**config.mk**
```make
export PLATFORM = sky130hd
export DESIGN_NAME = csc_supervisor
export DESIGN_NICKNAME = d
export VERILOG_FILES = /design/src/csc_supervisor.v /design/src/csc_timebase.v /design/src/csc_counter.v
export VERILOG_INCLUDE_DIRS = /design/src /design/src/src
export SDC_FILE = /design/constraint.sdc
export NUM_CORES = 1
export LEC_CHECK = 0
export BUFFER_PORTS_ARGS = -buffer_cell sky130_fd_sc_hd__buf_2
export CAP_MARGIN = 40
export CORE_ASPECT_RATIO = 1.75
export CORE_UTILIZATION = 35
export CTS_CLUSTER_SIZE = 30
export DETAILED_ROUTE_END_ITERATION = 8
export HOLD_SLACK_MARGIN = 0.12
export PLACE_DENSITY = 0.54
export SYNTH_ARGS = -nofsm -noshare
export SYNTH_HDL_FRONTEND = slang
export SYNTH_SLANG_ARGS = --single-unit
```
**constraint.sdc**
```tcl
create_clock -name core_clk -period 1.7 [get_ports core_clk]
set_clock_uncertainty 0.1 [all_clocks]
set_input_delay 0.34 -clock core_clk [delete_from_list [all_inputs] [get_ports core_clk]]
set_output_delay 0.34 -clock core_clk [all_outputs]
set_load 0.005 [all_outputs]
```
**src/csc_defines.vh**
```
`ifndef CSC_DEFINES_VH
`define CSC_DEFINES_VH
// Register byte offsets
`define CSC_CTRL_OFF 8'h00
`define CSC_RESULT_OFF 8'h04
`define CSC_IRQ_STAT_OFF 8'h08
`define CSC_IRQ_EN_OFF 8'h0c
`define CSC_IRQ_CLR_OFF 8'h10
// Control register fields
`define CSC_SEL_LO 0
`define CSC_SEL_HI 2
`define CSC_SRC_BIT 4
`define CSC_RUN_BIT 6
`define CSC_EN_BIT 7
// Reset values
`define CSC_CTRL_RST 8'h00
`define CSC_RESULT_RST 8'h00
// Counter limits
`define CSC_CNT_MAX 8'hff
// Gate interval: 2^(3+2*sel) main CR periods
`define CSC_TB_BASE_EXP 3
`define CSC_TB_STEP_EXP 2
`define CSC_TB_WIDTH 18
// Interrupt events
`define CSC_EV_DONE 0
`define CSC_EV_SAT 1
`endif

```
**src/csc_supervisor.v**
```verilog
// Operation
// RULE_01: A run starts only after enable is set; interval chosen by select.
// RULE_02: Count external edges only between two time-base rising edges.
// RULE_03: Software picks main or sub oscillator as counted source.
// RULE_04: Result clears to zero when enable goes from 0 to 1.
// RULE_05: Counter saturates at 255 and never wraps.
// RULE_06: A stopped external clock leaves the count unchanged.
// RULE_07: Clearing enable mid-run aborts and clears counter to 0.
// RULE_08: Final count is readable in the result register.
// RULE_09: Control register holds source, interval, start and busy flag.
// RULE_10: Software runs this from main CR with the watchdog active.
// RULE_11: Closing time-base edge stops count, loads result, clears busy.
// RULE_12: Result is 8-bit read-only, reset 0, holds last count.
// RULE_13: Interval codes 0..7 give 2^3..2^17 main CR periods.
//
// The implementer's own choices: the register addresses and the AHB-Lite register port.
`timescale 1ns/1ps
`include "csc_defines.vh"
module csc_supervisor (
	input wire core_clk,
	input wire resetn,
	input wire main_osc_clk,
	input wire sub_osc_clk,
	input wire cr_clk,
	input wire hsel,
	input wire [7:0] haddr,
	input wire [1:0] htrans,
	input wire hwrite,
	input wire [2:0] hsize,
	input wire [31:0] hwdata,
	input wire hready,
	output reg [31:0] hrdata,
	output wire hreadyout,
	output wire hresp,
	output wire irq
);
	localparam ST_IDLE = 3'b001;
	localparam ST_ARM = 3'b010;
	localparam ST_COUNT = 3'b100;

	reg [2:0] state;
	reg [2:0] next_state;
	reg [2:0] gate_interval_select;
	reg src_sub;
	reg monitor_enable;
	reg [7:0] count_result_register;
	reg [1:0] irq_stat;
	reg [1:0] irq_en;
	reg wr_pend;
	reg [7:0] wr_addr;
	reg sat_d;
	wire tb_rise;
	wire [7:0] count;
	wire saturated;
	wire busy;
	wire wr_ctrl;
	wire en_rise;
	wire en_fall;
	wire finish;
	wire [1:0] events;
	wire [1:0] clr_bits;

	assign hreadyout = 1'b1;
	assign hresp = 1'b0;
	assign busy = (state != ST_IDLE);
	assign wr_ctrl = wr_pend && (wr_addr == `CSC_CTRL_OFF);
	assign en_rise = wr_ctrl && hwdata[`CSC_EN_BIT] && !monitor_enable;
	assign en_fall = wr_ctrl && !hwdata[`CSC_EN_BIT] && monitor_enable;
	assign finish = (state == ST_COUNT) && tb_rise && !en_fall;
	assign clr_bits = (wr_pend && wr_addr == `CSC_IRQ_CLR_OFF) ?
		hwdata[1:0] : 2'b00;
	assign events = {saturated & ~sat_d & busy, finish};
	assign irq = |(irq_stat & irq_en);

	csc_timebase u_tb (
		.core_clk(core_clk),
		.resetn(resetn),
		.cr_clk(cr_clk),
		.gate_interval_select(gate_interval_select),
		.tb_rise(tb_rise)
	);

	csc_counter u_cnt (
		.core_clk(core_clk),
		.resetn(resetn),
		.main_osc_clk(main_osc_clk),
		.sub_osc_clk(sub_osc_clk),
		.src_sub(src_sub),
		.count_en(state == ST_COUNT), // RULE_02
		.clear(en_rise || en_fall), // RULE_07
		.count(count),
		.saturated(saturated)
	);

	always @* begin
		next_state = state;
		case (state)
			ST_IDLE: begin
				if (en_rise)
					next_state = ST_ARM; // RULE_01
			end
			ST_ARM: begin
				// Wait for opening edge of the gate window
				if (en_fall)
					next_state = ST_IDLE;
				else if (tb_rise)
					next_state = ST_COUNT; // RULE_02
			end
			ST_COUNT: begin
				if (en_fall)
					next_state = ST_IDLE; // RULE_07
				else if (tb_rise)
					next_state = ST_IDLE; // RULE_11
			end
			default: next_state = ST_IDLE;
		endcase
	end

	always @(posedge core_clk or negedge resetn) begin
		if (!resetn) begin
			state <= ST_IDLE;
			wr_pend <= 1'b0;
			wr_addr <= 8'h00;
			gate_interval_select <= 3'h0;
			src_sub <= 1'b0;
			monitor_enable <= 1'b0;
			count_result_register <= `CSC_RESULT_RST; // RULE_12
			irq_stat <= 2'b00;
			irq_en <= 2'b00;
			sat_d <= 1'b0;
		end else begin
			state <= next_state;
			sat_d <= saturated;
			wr_pend <= hsel && hready && htrans[1] && hwrite;
			if (hsel && hready && htrans[1])
				wr_addr <= haddr;
			if (wr_ctrl) begin
				gate_interval_select <=
					hwdata[`CSC_SEL_HI:`CSC_SEL_LO]; // RULE_09
				src_sub <= hwdata[`CSC_SRC_BIT];
				// A run ending in this cycle still self-clears
				monitor_enable <= hwdata[`CSC_EN_BIT] && !finish;
			end else if (finish)
				monitor_enable <= 1'b0;
			if (en_rise)
				count_result_register <= 8'h00; // RULE_04
			else if (finish)
				count_result_register <= count; // RULE_08
			if (wr_pend && wr_addr == `CSC_IRQ_EN_OFF)
				irq_en <= hwdata[1:0];
			// Set wins over a simultaneous clear
			irq_stat <= (irq_stat & ~clr_bits) | events;
		end
	end

	// Read data registered in the data phase cycle
	always @(posedge core_clk or negedge resetn) begin
		if (!resetn)
			hrdata <= 32'h00000000;
		else if (hsel && hready && htrans[1] && !hwrite) begin
			case (haddr)
				`CSC_CTRL_OFF: hrdata <= {24'h000000, monitor_enable,
					busy, 1'b0, src_sub, 1'b0,
					gate_interval_select}; // RULE_09
				`CSC_RESULT_OFF: hrdata <= {24'h000000,
					count_result_register}; // RULE_12
				`CSC_IRQ_STAT_OFF: hrdata <= {30'h00000000, irq_stat};
				`CSC_IRQ_EN_OFF: hrdata <= {30'h00000000, irq_en};
				default: hrdata <= 32'h00000000;
			endcase
		end
	end
endmodule // csc_supervisor

```
**src/csc_timebase.v**
```verilog
`timescale 1ns/1ps
`include "csc_defines.vh"
// Free-running time base on the main CR clock; rising-edge pulse of tap.
module csc_timebase (
	input wire core_clk,
	input wire resetn,
	input wire cr_clk,
	input wire [2:0] gate_interval_select,
	output reg tb_rise
);
	reg [`CSC_TB_WIDTH-1:0] tb_cnt;
	reg [`CSC_TB_WIDTH-1:0] tb_prev;
	reg cr_d;
	wire cr_rise;
	wire [4:0] tap_sel;
	function [4:0] tap_index;
		input [2:0] sel;
		integer idx;
		begin
			// Bit n toggles with period 2^(n+1) periods
			idx = `CSC_TB_BASE_EXP - 1 + `CSC_TB_STEP_EXP * sel;
			tap_index = idx[4:0];
		end
	endfunction
	assign cr_rise = cr_clk & ~cr_d;
	assign tap_sel = tap_index(gate_interval_select);
	always @(posedge core_clk or negedge resetn) begin
		if (!resetn) begin
			tb_cnt <= {`CSC_TB_WIDTH{1'b0}};
			cr_d <= 1'b0;
			tb_prev <= {`CSC_TB_WIDTH{1'b0}};
			tb_rise <= 1'b0;
		end else begin
			cr_d <= cr_clk;
			if (cr_rise)
				tb_cnt <= tb_cnt + 1'b1;
			tb_prev <= tb_cnt;
			// Same tap on both samples: a select change makes no false edge
			tb_rise <= tb_cnt[tap_sel] & ~tb_prev[tap_sel]; // RULE_13
		end
	end
endmodule // csc_timebase

```
**src/csc_counter.v**
```verilog
`timescale 1ns/1ps
`include "csc_defines.vh"
// Edge counter of the selected external clock, saturating.
module csc_counter (
	input wire core_clk,
	input wire resetn,
	input wire main_osc_clk,
	input wire sub_osc_clk,
	input wire src_sub,
	input wire count_en,
	input wire clear,
	output reg [7:0] count,
	output wire saturated
);
	reg ext_d;
	wire ext;
	wire ext_rise;
	assign ext = src_sub ? sub_osc_clk : main_osc_clk; // RULE_03
	assign ext_rise = ext & ~ext_d;
	assign saturated = (count == `CSC_CNT_MAX);
	always @(posedge core_clk or negedge resetn) begin
		if (!resetn) begin
			ext_d <= 1'b0;
			count <= 8'h00;
		end else begin
			ext_d <= ext;
			if (clear)
				count <= 8'h00;
			// A stopped clock gives no edges, so the count stays put
			else if (count_en && ext_rise && !saturated) // RULE_06
				count <= count + 8'h01; // RULE_05
		end
	end
endmodule // csc_counter

```
**Word-level counts from Yosys, hierarchy flattened**

Index checks and enable logic that the tools add are counted.

- Output and inout port bits: 35
- Latch bits: 0
- Input bits: 53
- RAM bits: 0
- Bits in read-only memories: 0
- Flip-flop bits (word level): 109
- Memories kept: 0

- $mul: 0
- Reduce and logical (&&, ||, !) cells: 30
- Shift-type cells: 0
- Divide/modulo/power cells: 0
- Eq/ne operators: 13
- Multiplexer cells: 19
- Add/sub/neg operators: 3
- Magnitude comparators: 1
- Bitwise logic cells: 13

Operators with widths:

| operator | count |
|---|---|
| $mux 8 | 4 |
| $pmux 8 s4 | 1 |
| $eq 8x4->1 const B | 3 |
| $add 18x1->18 const B | 1 |
| $logic_and 1x1->1 | 16 |
| $logic_not 8->1 | 2 |
| $mux 3 | 5 |
| $bmux 1 s5 | 2 |
| $pmux 3 s3 | 1 |
| $add 8x1->8 const B | 1 |
| $eq 8x3->1 const B | 1 |
| $eq 8x5->1 const B | 1 |
| $eq 8x8->1 const B | 1 |
| $logic_not 1->1 | 6 |
| $lt 5x6->1 const B | 1 |
| $reduce_bool 2->1 | 3 |
| $add 2x4->5 const A | 1 |
| $and 1x1->1 | 5 |
| $mux 1 | 5 |
| $and 2x2->2 | 2 |
| $not 1->1 | 4 |
| $eq 3x1->1 const B | 1 |
| $eq 3x2->1 const B | 1 |
| $eq 3x3->1 const B | 1 |
| 10 further kinds | 10 |

**Logic depth before layout (Yosys ltp)**

Gate-level depths: netlist of run 1.

- Depth after elaboration: 9
- Depth in mapped cells: 6
- Gate-level depth less buffers: 5

**Hierarchy**

A second synthesis of run 1 with hierarchy kept.

- Cells, all modules: 320
- Area, all modules: 3668.5 sq um

Modules (own cells, without submodules):

| module | instances | cells each | area each (sq um) |
|---|---|---|---|
| csc_supervisor | 1 | 183 | 1999.4 |
| csc_timebase | 1 | 88 | 1168.6 |
| csc_counter | 1 | 49 | 500.5 |

**Worst setup path after synthesis of run 1**

OpenSTA, ideal clock, no wires.

- Kind: register -> register
- Start point: register wr_addr[5]
- End point: register irq_en[0]
- Stages on the path, launching flop included: 5
- Path buffers: 0
- Path slack: -0.007 ns
- Data arrival time: 1.482 ns
- Period minus slack after synthesis: 1.707 ns
- Data required time: 1.475 ns
- Cells stage by stage: dfrtp_1 -> nor4b_4 -> nand2b_1 -> nor4_2 -> mux2_2

- Cells in the longest elaborated chain, start to end: 2

Ends and longest elaborated chain:

| what | line | text |
|---|---|---|
| start: declaration | csc_supervisor.v:50 | `reg [7:0] wr_addr;` |
| start signal: assignment | csc_supervisor.v:136 | `wr_addr <= haddr;` |
| $eq 8x4->1 (no source line) | n/a |  |
| $logic_and 1x1->1 (no source line) | n/a |  |
| end signal: assignment | csc_supervisor.v:150 | `irq_en <= hwdata[1:0];` |
| end: declaration | csc_supervisor.v:48 | `reg [1:0] irq_en;` |

No other way between the ends.
A chain may end at the register's enable or synchronous reset.

**Worst setup path in the final report of run 1**

Ends and elaborated chain as after synthesis.

==> qor.yml, run 1 <==
die_w_um: 78.8
synth.avg_cell_area_um2: 11.3
clock.fmax_mhz: 580
die_area_um2: 10800
synthToLayoutAreaGrowth_pct: 25.7
gp_congestion: 0.755
vias: 2497
clk_pin_slew_ns: 0.06
mostFrequentLayoutCell: "dfrtp_1"
rsz0062_at_grt: "yes"
layout_common_cells: "73 x dfrtp_1, 46 x nand2_1, 36 x buf_4"
rows: 48
hold_path_class: "primary input to flop"
hold_viol: 0
arrival_ns: 1.83
place_area_um2: 4060
outcome: "finished with violations"
fin_crit_ns: 1.72
grt.overflow.total: 0
cp.required_ns: 1.81
cts_buffer_depth: 2
crit_chain: "nor4b_4 > buf_6 > nand2b_4 > nor4_4 > mux2_4"
critPathBufInv: 1
cts_tree: "done"
drt-initial-drc-count: 93
worst_setup_path_start_kind: "flop"
avgRoutedWirePerCell_um: 13.7
slew_viol_final: 0
antenna_left: 0
numCtsBuffers: 9
insertion_delay_ns: 0.33
r2r_slack_ns: -0.02
critPathCaptureType: "flop"
grt_pass1_wl_um: 11700
syn_inst: 321
ys_types: 55
finalCritPeriodShare: 1.01
max_stage_delay_ns: 0.41
io_buffers: 30
crit_family: "simple AND/OR/NAND/NOR gates"
pwr_density_cell_nw_per_um2: 1050
r2r_start: "wr_addr[5]"
hold_start: "hwrite"
nFillCells: 952
drive_gt1_frac: 0.320
stdcell_area_um2: 4540
layout.nets: 451
min_path_cells: 3
htreeDepth: 3
numClockSinks: 75
antenna_found_initial: 0
core_um2: 9970
ys_seq_area_frac: 0.520
hpwl_um: 5480
hold_end: "wr_pend"
wl_um: 7220
hold_slack_ns: 0.142
root_buffer: "clkbuf_16"
drtPass1Iterations: 4
path_max_fanout: 6
irDropWorstVdd_mv: 0.603
rr_endpoint: "irq_en[0]"
worst_r2r_path_depth: 5
async_flop_share: 1.00
violations: "negative setup slack"
cap_viol_max_count: 0
grt_pass1_vias: 2472
diodes: 0
vias_per_cell: 4.76
synthFlopType: "dfrtp_1"
ys_warn_count: 0
crit_type: "flop to flop"
grt_usage: 0.144
slowest_stage: "dfrtp_1"
synth_edf_count: 0
ys_ff_latch: 75
ios: 88
setup_ws_ns: -0.0240
leakage_nw: 2.06
setup_violations: 10
start_util: 0.362
startpoint: "wr_addr[5]"
drc_errors: 0
dieHeight_um: 136
grt_max_degree: 42
synth_area_um2: 3610
[metal layers]
layer / track usage / up-vias / wire [um]
met5: 0 / - / 0
met4: 0.0727 / 0 / 141
met3: 0.0268 / 9 / 209
met2: 0.268 / 39 / 4040
met1: 0.153 / 1234 / 2830
li1: - / 1215 / -
[Yosys cell counts (2+ instances only)]
cell type	instances	area, um2
conb_1	2	7.51
xnor2_1	12	105
inv_1	5	18.8
buf_4	26	195
and3_1	3	18.8
nor2_1	14	52.6
o221ai_1	2	17.5
ha_1	3	37.5
mux4_2	2	45.0
xor2_1	9	78.8
mux2i_1	13	130
dfrtp_1	74	1850
a22o_1	2	17.5
nand3_1	7	35.0
buf_2	5	25.0
nand2b_1	6	37.5
a21oi_1	5	25.0
nor3b_1	3	22.5
or2_2	2	12.5
nor4b_4	2	47.6
nor2b_1	5	31.3
o2111ai_1	2	17.5
nand2_1	46	173
or3_1	3	18.8
mux2_2	16	180
and4b_1	2	20.0
nor4_2	2	25.0
and2_1	2	12.5
nand4_1	7	43.8
nor4_1	2	12.5
o21ai_0	12	60.1
clkbuf_1	2	7.51
[how the worst max path moves through the flow]
stage / to / slack [ns] / cells past startpoint
after global routing: count_result_register[7] / -0.08 / 5
after detailed placement: count_result_register[7] / -0.15 / 4
final: irq_en[0] / -0.02 / 5
after global placement: count_result_register[2] / -0.12 / 4
after floorplan: gate_interval_select[0] / 0.04 / 4
after CTS: src_sub / -0.07 / 5
[cell type report]
class | instances | area, um2 | share of cell area
well taps | 125 | 156 | 0.0344
repair buffers | 72 | 494 | 0.109
clock inverters | 4 | 97.6 | 0.0215
multi-input cells | 232 | 1650 | 0.363
flip-flops and latches | 75 | 1880 | 0.414
clock buffers | 12 | 246 | 0.0543
inverters | 5 | 18.8 | 0.00413
[power by group]
part	switching [W]	internal, W	total, W	leakage, nW
Clock	0.000696	0.00147	0.00217	0.163
Sequential	0.000149	0.00196	0.00211	0.991
Combinational	0.000238	0.000261	0.000499	0.904
Total	0.00108	0.00370	0.00478	2.06
[stage by stage]
stage / setup TNS (ns) / setup WS [ns] / utilization / power [W] / instances
after floorplan: 0 / 0.0361 / - / 0.00243 / 345
after detailed placement: -1.83 / -0.150 / 0.407 / 0.00263 / 502
after CTS: -0.770 / -0.0664 / 0.449 / 0.00485 / 522
final: -0.109 / -0.0240 / 0.456 / 0.00478 / 525
after global placement: -1.46 / -0.121 / 0.407 / 0.00261 / 502
after global routing: -1.28 / -0.0824 / 0.456 / 0.00498 / 525
[what timing repair did]
item | in CTS | in global routing
pin swaps | 4 | 10
setup buffers | 2 | 3
setup endpoints to repair | 23 | 24
endpoints found under the hold margin | 16 | 0
hold buffers | 2 | 0
gates resized for setup | 9 | 13
[logic make-up after synthesis]
logic type	synth area share
adders and majority gates	0.0104
other	0.00208
and+or+nand+nor	0.187
AOI/OAI and AO/OA	0.0637
xor gates and xnor gates	0.0509
buffers and inverters	0.0682
DFF	0.520
muxes	0.0983
[state kept, by name, indices dropped and copies added, names as in the netlist]
name                   cells
wr_pend                    1
wr_addr                    8
irq_stat                   2
state                      3
u_tb.tb_rise               1
monitor_enable             1
u_cnt.count                8
gate_interval_select       3
src_sub                    1
u_cnt.ext_d                1
sat_d                      1
count_result_register      8
hrdata                     8
u_tb.tb_prev               9
u_tb.cr_d                  1
u_tb.tb_cnt               17
irq_en                     2
[tightest hold or removal path, cell delays in order]
cell	delay, ns
buf_2	0.09
inv_1	0.06
nor2_1	0.04
Power figures use the tool's default switching activity.
==> inputs of run 2 (changes only) <==
ABC_AREA = 1   (was default)
PLACE_DENSITY = 0.65   (was 0.54)
==> run 2 against run 1 <==
Sequential cell count unchanged. The flow now finishes without violations. Register-to-register slack better by 0.08 ns. Maximum frequency rose by 5.1%. Routed wire length grew 22%. Non-clock buffer count fell by 24. Hold slack worse by 0.021 ns. Final cell count up 26%. Total power is 15% higher.
==> qor.yml, run 2 <==
hold_end: "gate_interval_select[2]"
worst_r2r_path_depth: 6  # +1
vias_per_cell: 4.87  # +2.4%
drc_errors: 0  # unchanged
min_path_cells: 2  # -1
worst_setup_path_start_kind: "flop"
vias: 3211  # +29%
synth.avg_cell_area_um2: 8.32  # -26%
synth_edf_count: 0  # unchanged
leakage_nw: 2.47  # +20%
rr_endpoint: "count_result_register[4]"
cap_viol_max_count: 0  # unchanged
synth_top_area_frac: 0.475  # -0.0378
fin_crit_ns: 1.64  # -0.0835 ns
grt_max_degree: 32  # -24%
hold_path_class: "primary input to flop"
grt_pass1_wl_um: 13900  # +19%
ys_warn_count: 0  # unchanged
mostFrequentLayoutCell: "nand2_1"
r2r_slack_ns: 0.06  # +0.08 ns
seq_area_um2: 1880  # unchanged
crit_type: "flop to flop"
async_flop_share: 1.00  # unchanged
synthToLayoutAreaGrowth_pct: 18.2
hpwl_um: 6520  # +19%
arrival_ns: 1.76  # -0.07 ns
syn_inst: 469  # +46%
die_w_um: 81.8  # +3.8%
drtPass1Iterations: 4  # unchanged
layout.nets: 580  # +29%
dieHeight_um: 142  # +3.8%
rsz0062_at_grt: "yes"
drt-initial-drc-count: 131  # +41%
clock.fmax_mhz: 610  # +5.1%
largest-register: "u_tb.tb_cnt"
reg_top3: "u_tb.tb_cnt: 17 flops, u_tb.tb_prev: 9 flops"
antenna_left: 0  # unchanged
largest_reg_flops: 17  # unchanged
ios: 88  # unchanged
layout_common_cells: "130 x nand2_1, 73 x dfrtp_1, 52 x inv_1"
ys_seq_area_frac: 0.481  # -0.0383
root_buffer: "clkbuf_16"
setup_tns_ns: 0  # +0.109 ns
synth_commonest_cells: "130 x nand2_1, 74 x dfrtp_1, 52 x inv_1, 46 x nand3_1, 29 x nor2_1"
rows: 50  # +4.2%
ys_types: 37  # -33%
synth_area_um2: 3900  # +8.0%
avgRoutedWirePerCell_um: 13.4  # -2.7%
slew_viol_final: 0  # unchanged
r2r_start: "wr_addr[7]"
cts_tree: "done"
diodes: 0  # unchanged
synth.most_common_cell: "nand2_1"
clk_pin_slew_ns: 0.06  # about the same
numClockSinks: 75  # unchanged
wl_um: 8820  # +22%
hold_viol: 0  # unchanged
cts_buffer_depth: 2  # unchanged
cp.required_ns: 1.82  # about the same
die_area_um2: 11600  # +7.8%
setup_violations: 0  # -10
antenna_found_initial: 0  # unchanged
nFillCells: 1067  # +12%
hold_slack_ns: 0.121  # -0.0210 ns
irDropWorstVdd_mv: 0.586  # -2.8%
numCtsBuffers: 9  # unchanged
synth_area_leaders: "dfrtp_1 47%, nand2_1 13%, nand3_1 5.9%"
critPathCaptureType: "flop"
grt_usage: 0.161  # +0.0168
finalCritPeriodShare: 0.965  # -0.0491
htreeDepth: 3  # unchanged
path_max_fanout: 9  # +3
ys_ff_latch: 75  # unchanged
start_util: 0.363  # about the same
insertion_delay_ns: 0.34  # about the same
multiInputGateArea_um2: 1730  # +5.0%
synthFlopType: "dfrtp_1"
grt_pass1_vias: 3142  # +27%
grt.overflow.total: 0  # unchanged
hold_start: "hwdata[2]"
pwr_density_cell_nw_per_um2: 1190  # +13%
io_buffers: 30  # unchanged
synth_area_leader_cell: "dfrtp_1"
drive_gt1_frac: 0.172  # -0.148
outcome: "finished clean"
core_um2: 10800  # +7.9%
gp_congestion: 0.850  # +13%
-- run 2: cell types whose count changed in the layout (fill, tap and decap cells not counted), moves of 13 or more --
| cell | previous run | this run |
|---|---|---|
| nor2_1 | 13 | 29 |
| inv_1 | 5 | 52 |
| nand3_1 | 7 | 45 |
| mux2i_1 | 13 | 0 |
| buf_4 | 36 | 16 |
| nand2_1 | 46 | 130 |
-- run 2: cell type report --
cell class / count / area share
timing repair buffer: 48 / 0.0662
clock inverter: 7 / 0.0214
clock buffer: 9 / 0.0488
tap: 130 / 0.0353
inverter: 56 / 0.0456
multi-input combinational: 334 / 0.375
sequential: 75 / 0.407
-- run 2: kinds of logic (layout without fill, tap and decap cells) --
family,Yosys count,after routing,synth area share
simple gates,251,252,0.307
compound gates,36,36,0.0516
mux,2,2,0.00577
flops,75,75,0.481
buf+inv,85,120,0.109
fa+ha+maj,3,3,0.00962
other cells,2,26,0.00193
xor+xnor,15,15,0.0337
-- run 2: how the worst max path moves through the flow --
stage	start	end
5_1_grt	wr_addr[7]	count_result_register[4]
4_1_cts	u_tb.tb_cnt[0]	u_tb.tb_cnt[16]
2_1_floorplan	u_cnt.count[0]	u_cnt.count[7]
6_report	wr_addr[7]	count_result_register[4]
3_5_place_dp	u_tb.tb_cnt[0]	u_tb.tb_cnt[16]
3_3_place_gp	wr_addr[1]	state[1]
-- run 2: through the flow --
stage	setup WS, ns	cells	util	power, W	area, um2
global placement	0.131	638	0.391	0.00332	4210
global route	-0.0508	659	0.429	0.00577	4610
CTS	0.0653	656	0.423	0.00547	4550
finish	0.0595	659	0.429	0.00548	4610
detailed placement	0.0890	638	0.391	0.00337	4210
floorplan	0.217	493	-	0.00307	3990
-- run 2: per-layer routing --
| metal | routed length (um) | share of wire | vias to the layer above | GRT usage |
|---|---|---|---|---|
| li1 | - | - | 1569 | - |
| met4 | 474 | 0.054 | 0 | 0.121 |
| met2 | 4850 | 0.55 | 95 | 0.293 |
| met5 | 0 | 0 | - | 0 |
| met3 | 314 | 0.036 | 35 | 0.0289 |
| met1 | 3170 | 0.36 | 1512 | 0.153 |
-- run 2: power by group --
| group | leakage, nW | total, W | internal, W | switching, W |
|---|---|---|---|---|
| clock network | 0.156 | 0.00209 | 0.00129 | 0.000792 |
| registers | 0.946 | 0.00236 | 0.00208 | 0.000274 |
| logic | 1.37 | 0.00104 | 0.000400 | 0.000637 |
| total | 2.47 | 0.00548 | 0.00378 | 0.00170 |
-- run 2: worst max-delay path: stages, from the launching register on --
cell and delay, ns:
dfrtp_1 0.41, nor2_4 0.14, nand2_2 0.10, nor2_8 0.23
nand4_2 0.26, nand3_1 0.19, nand2_1 0.08
-- run 2: timing repair --
action,4_1_cts,5_1_grt
gates resized for setup,0,7
buffers inserted,0,2
endpoints found under the setup margin,0,14
hold buffers,2,0
endpoints found under the hold margin,28,0
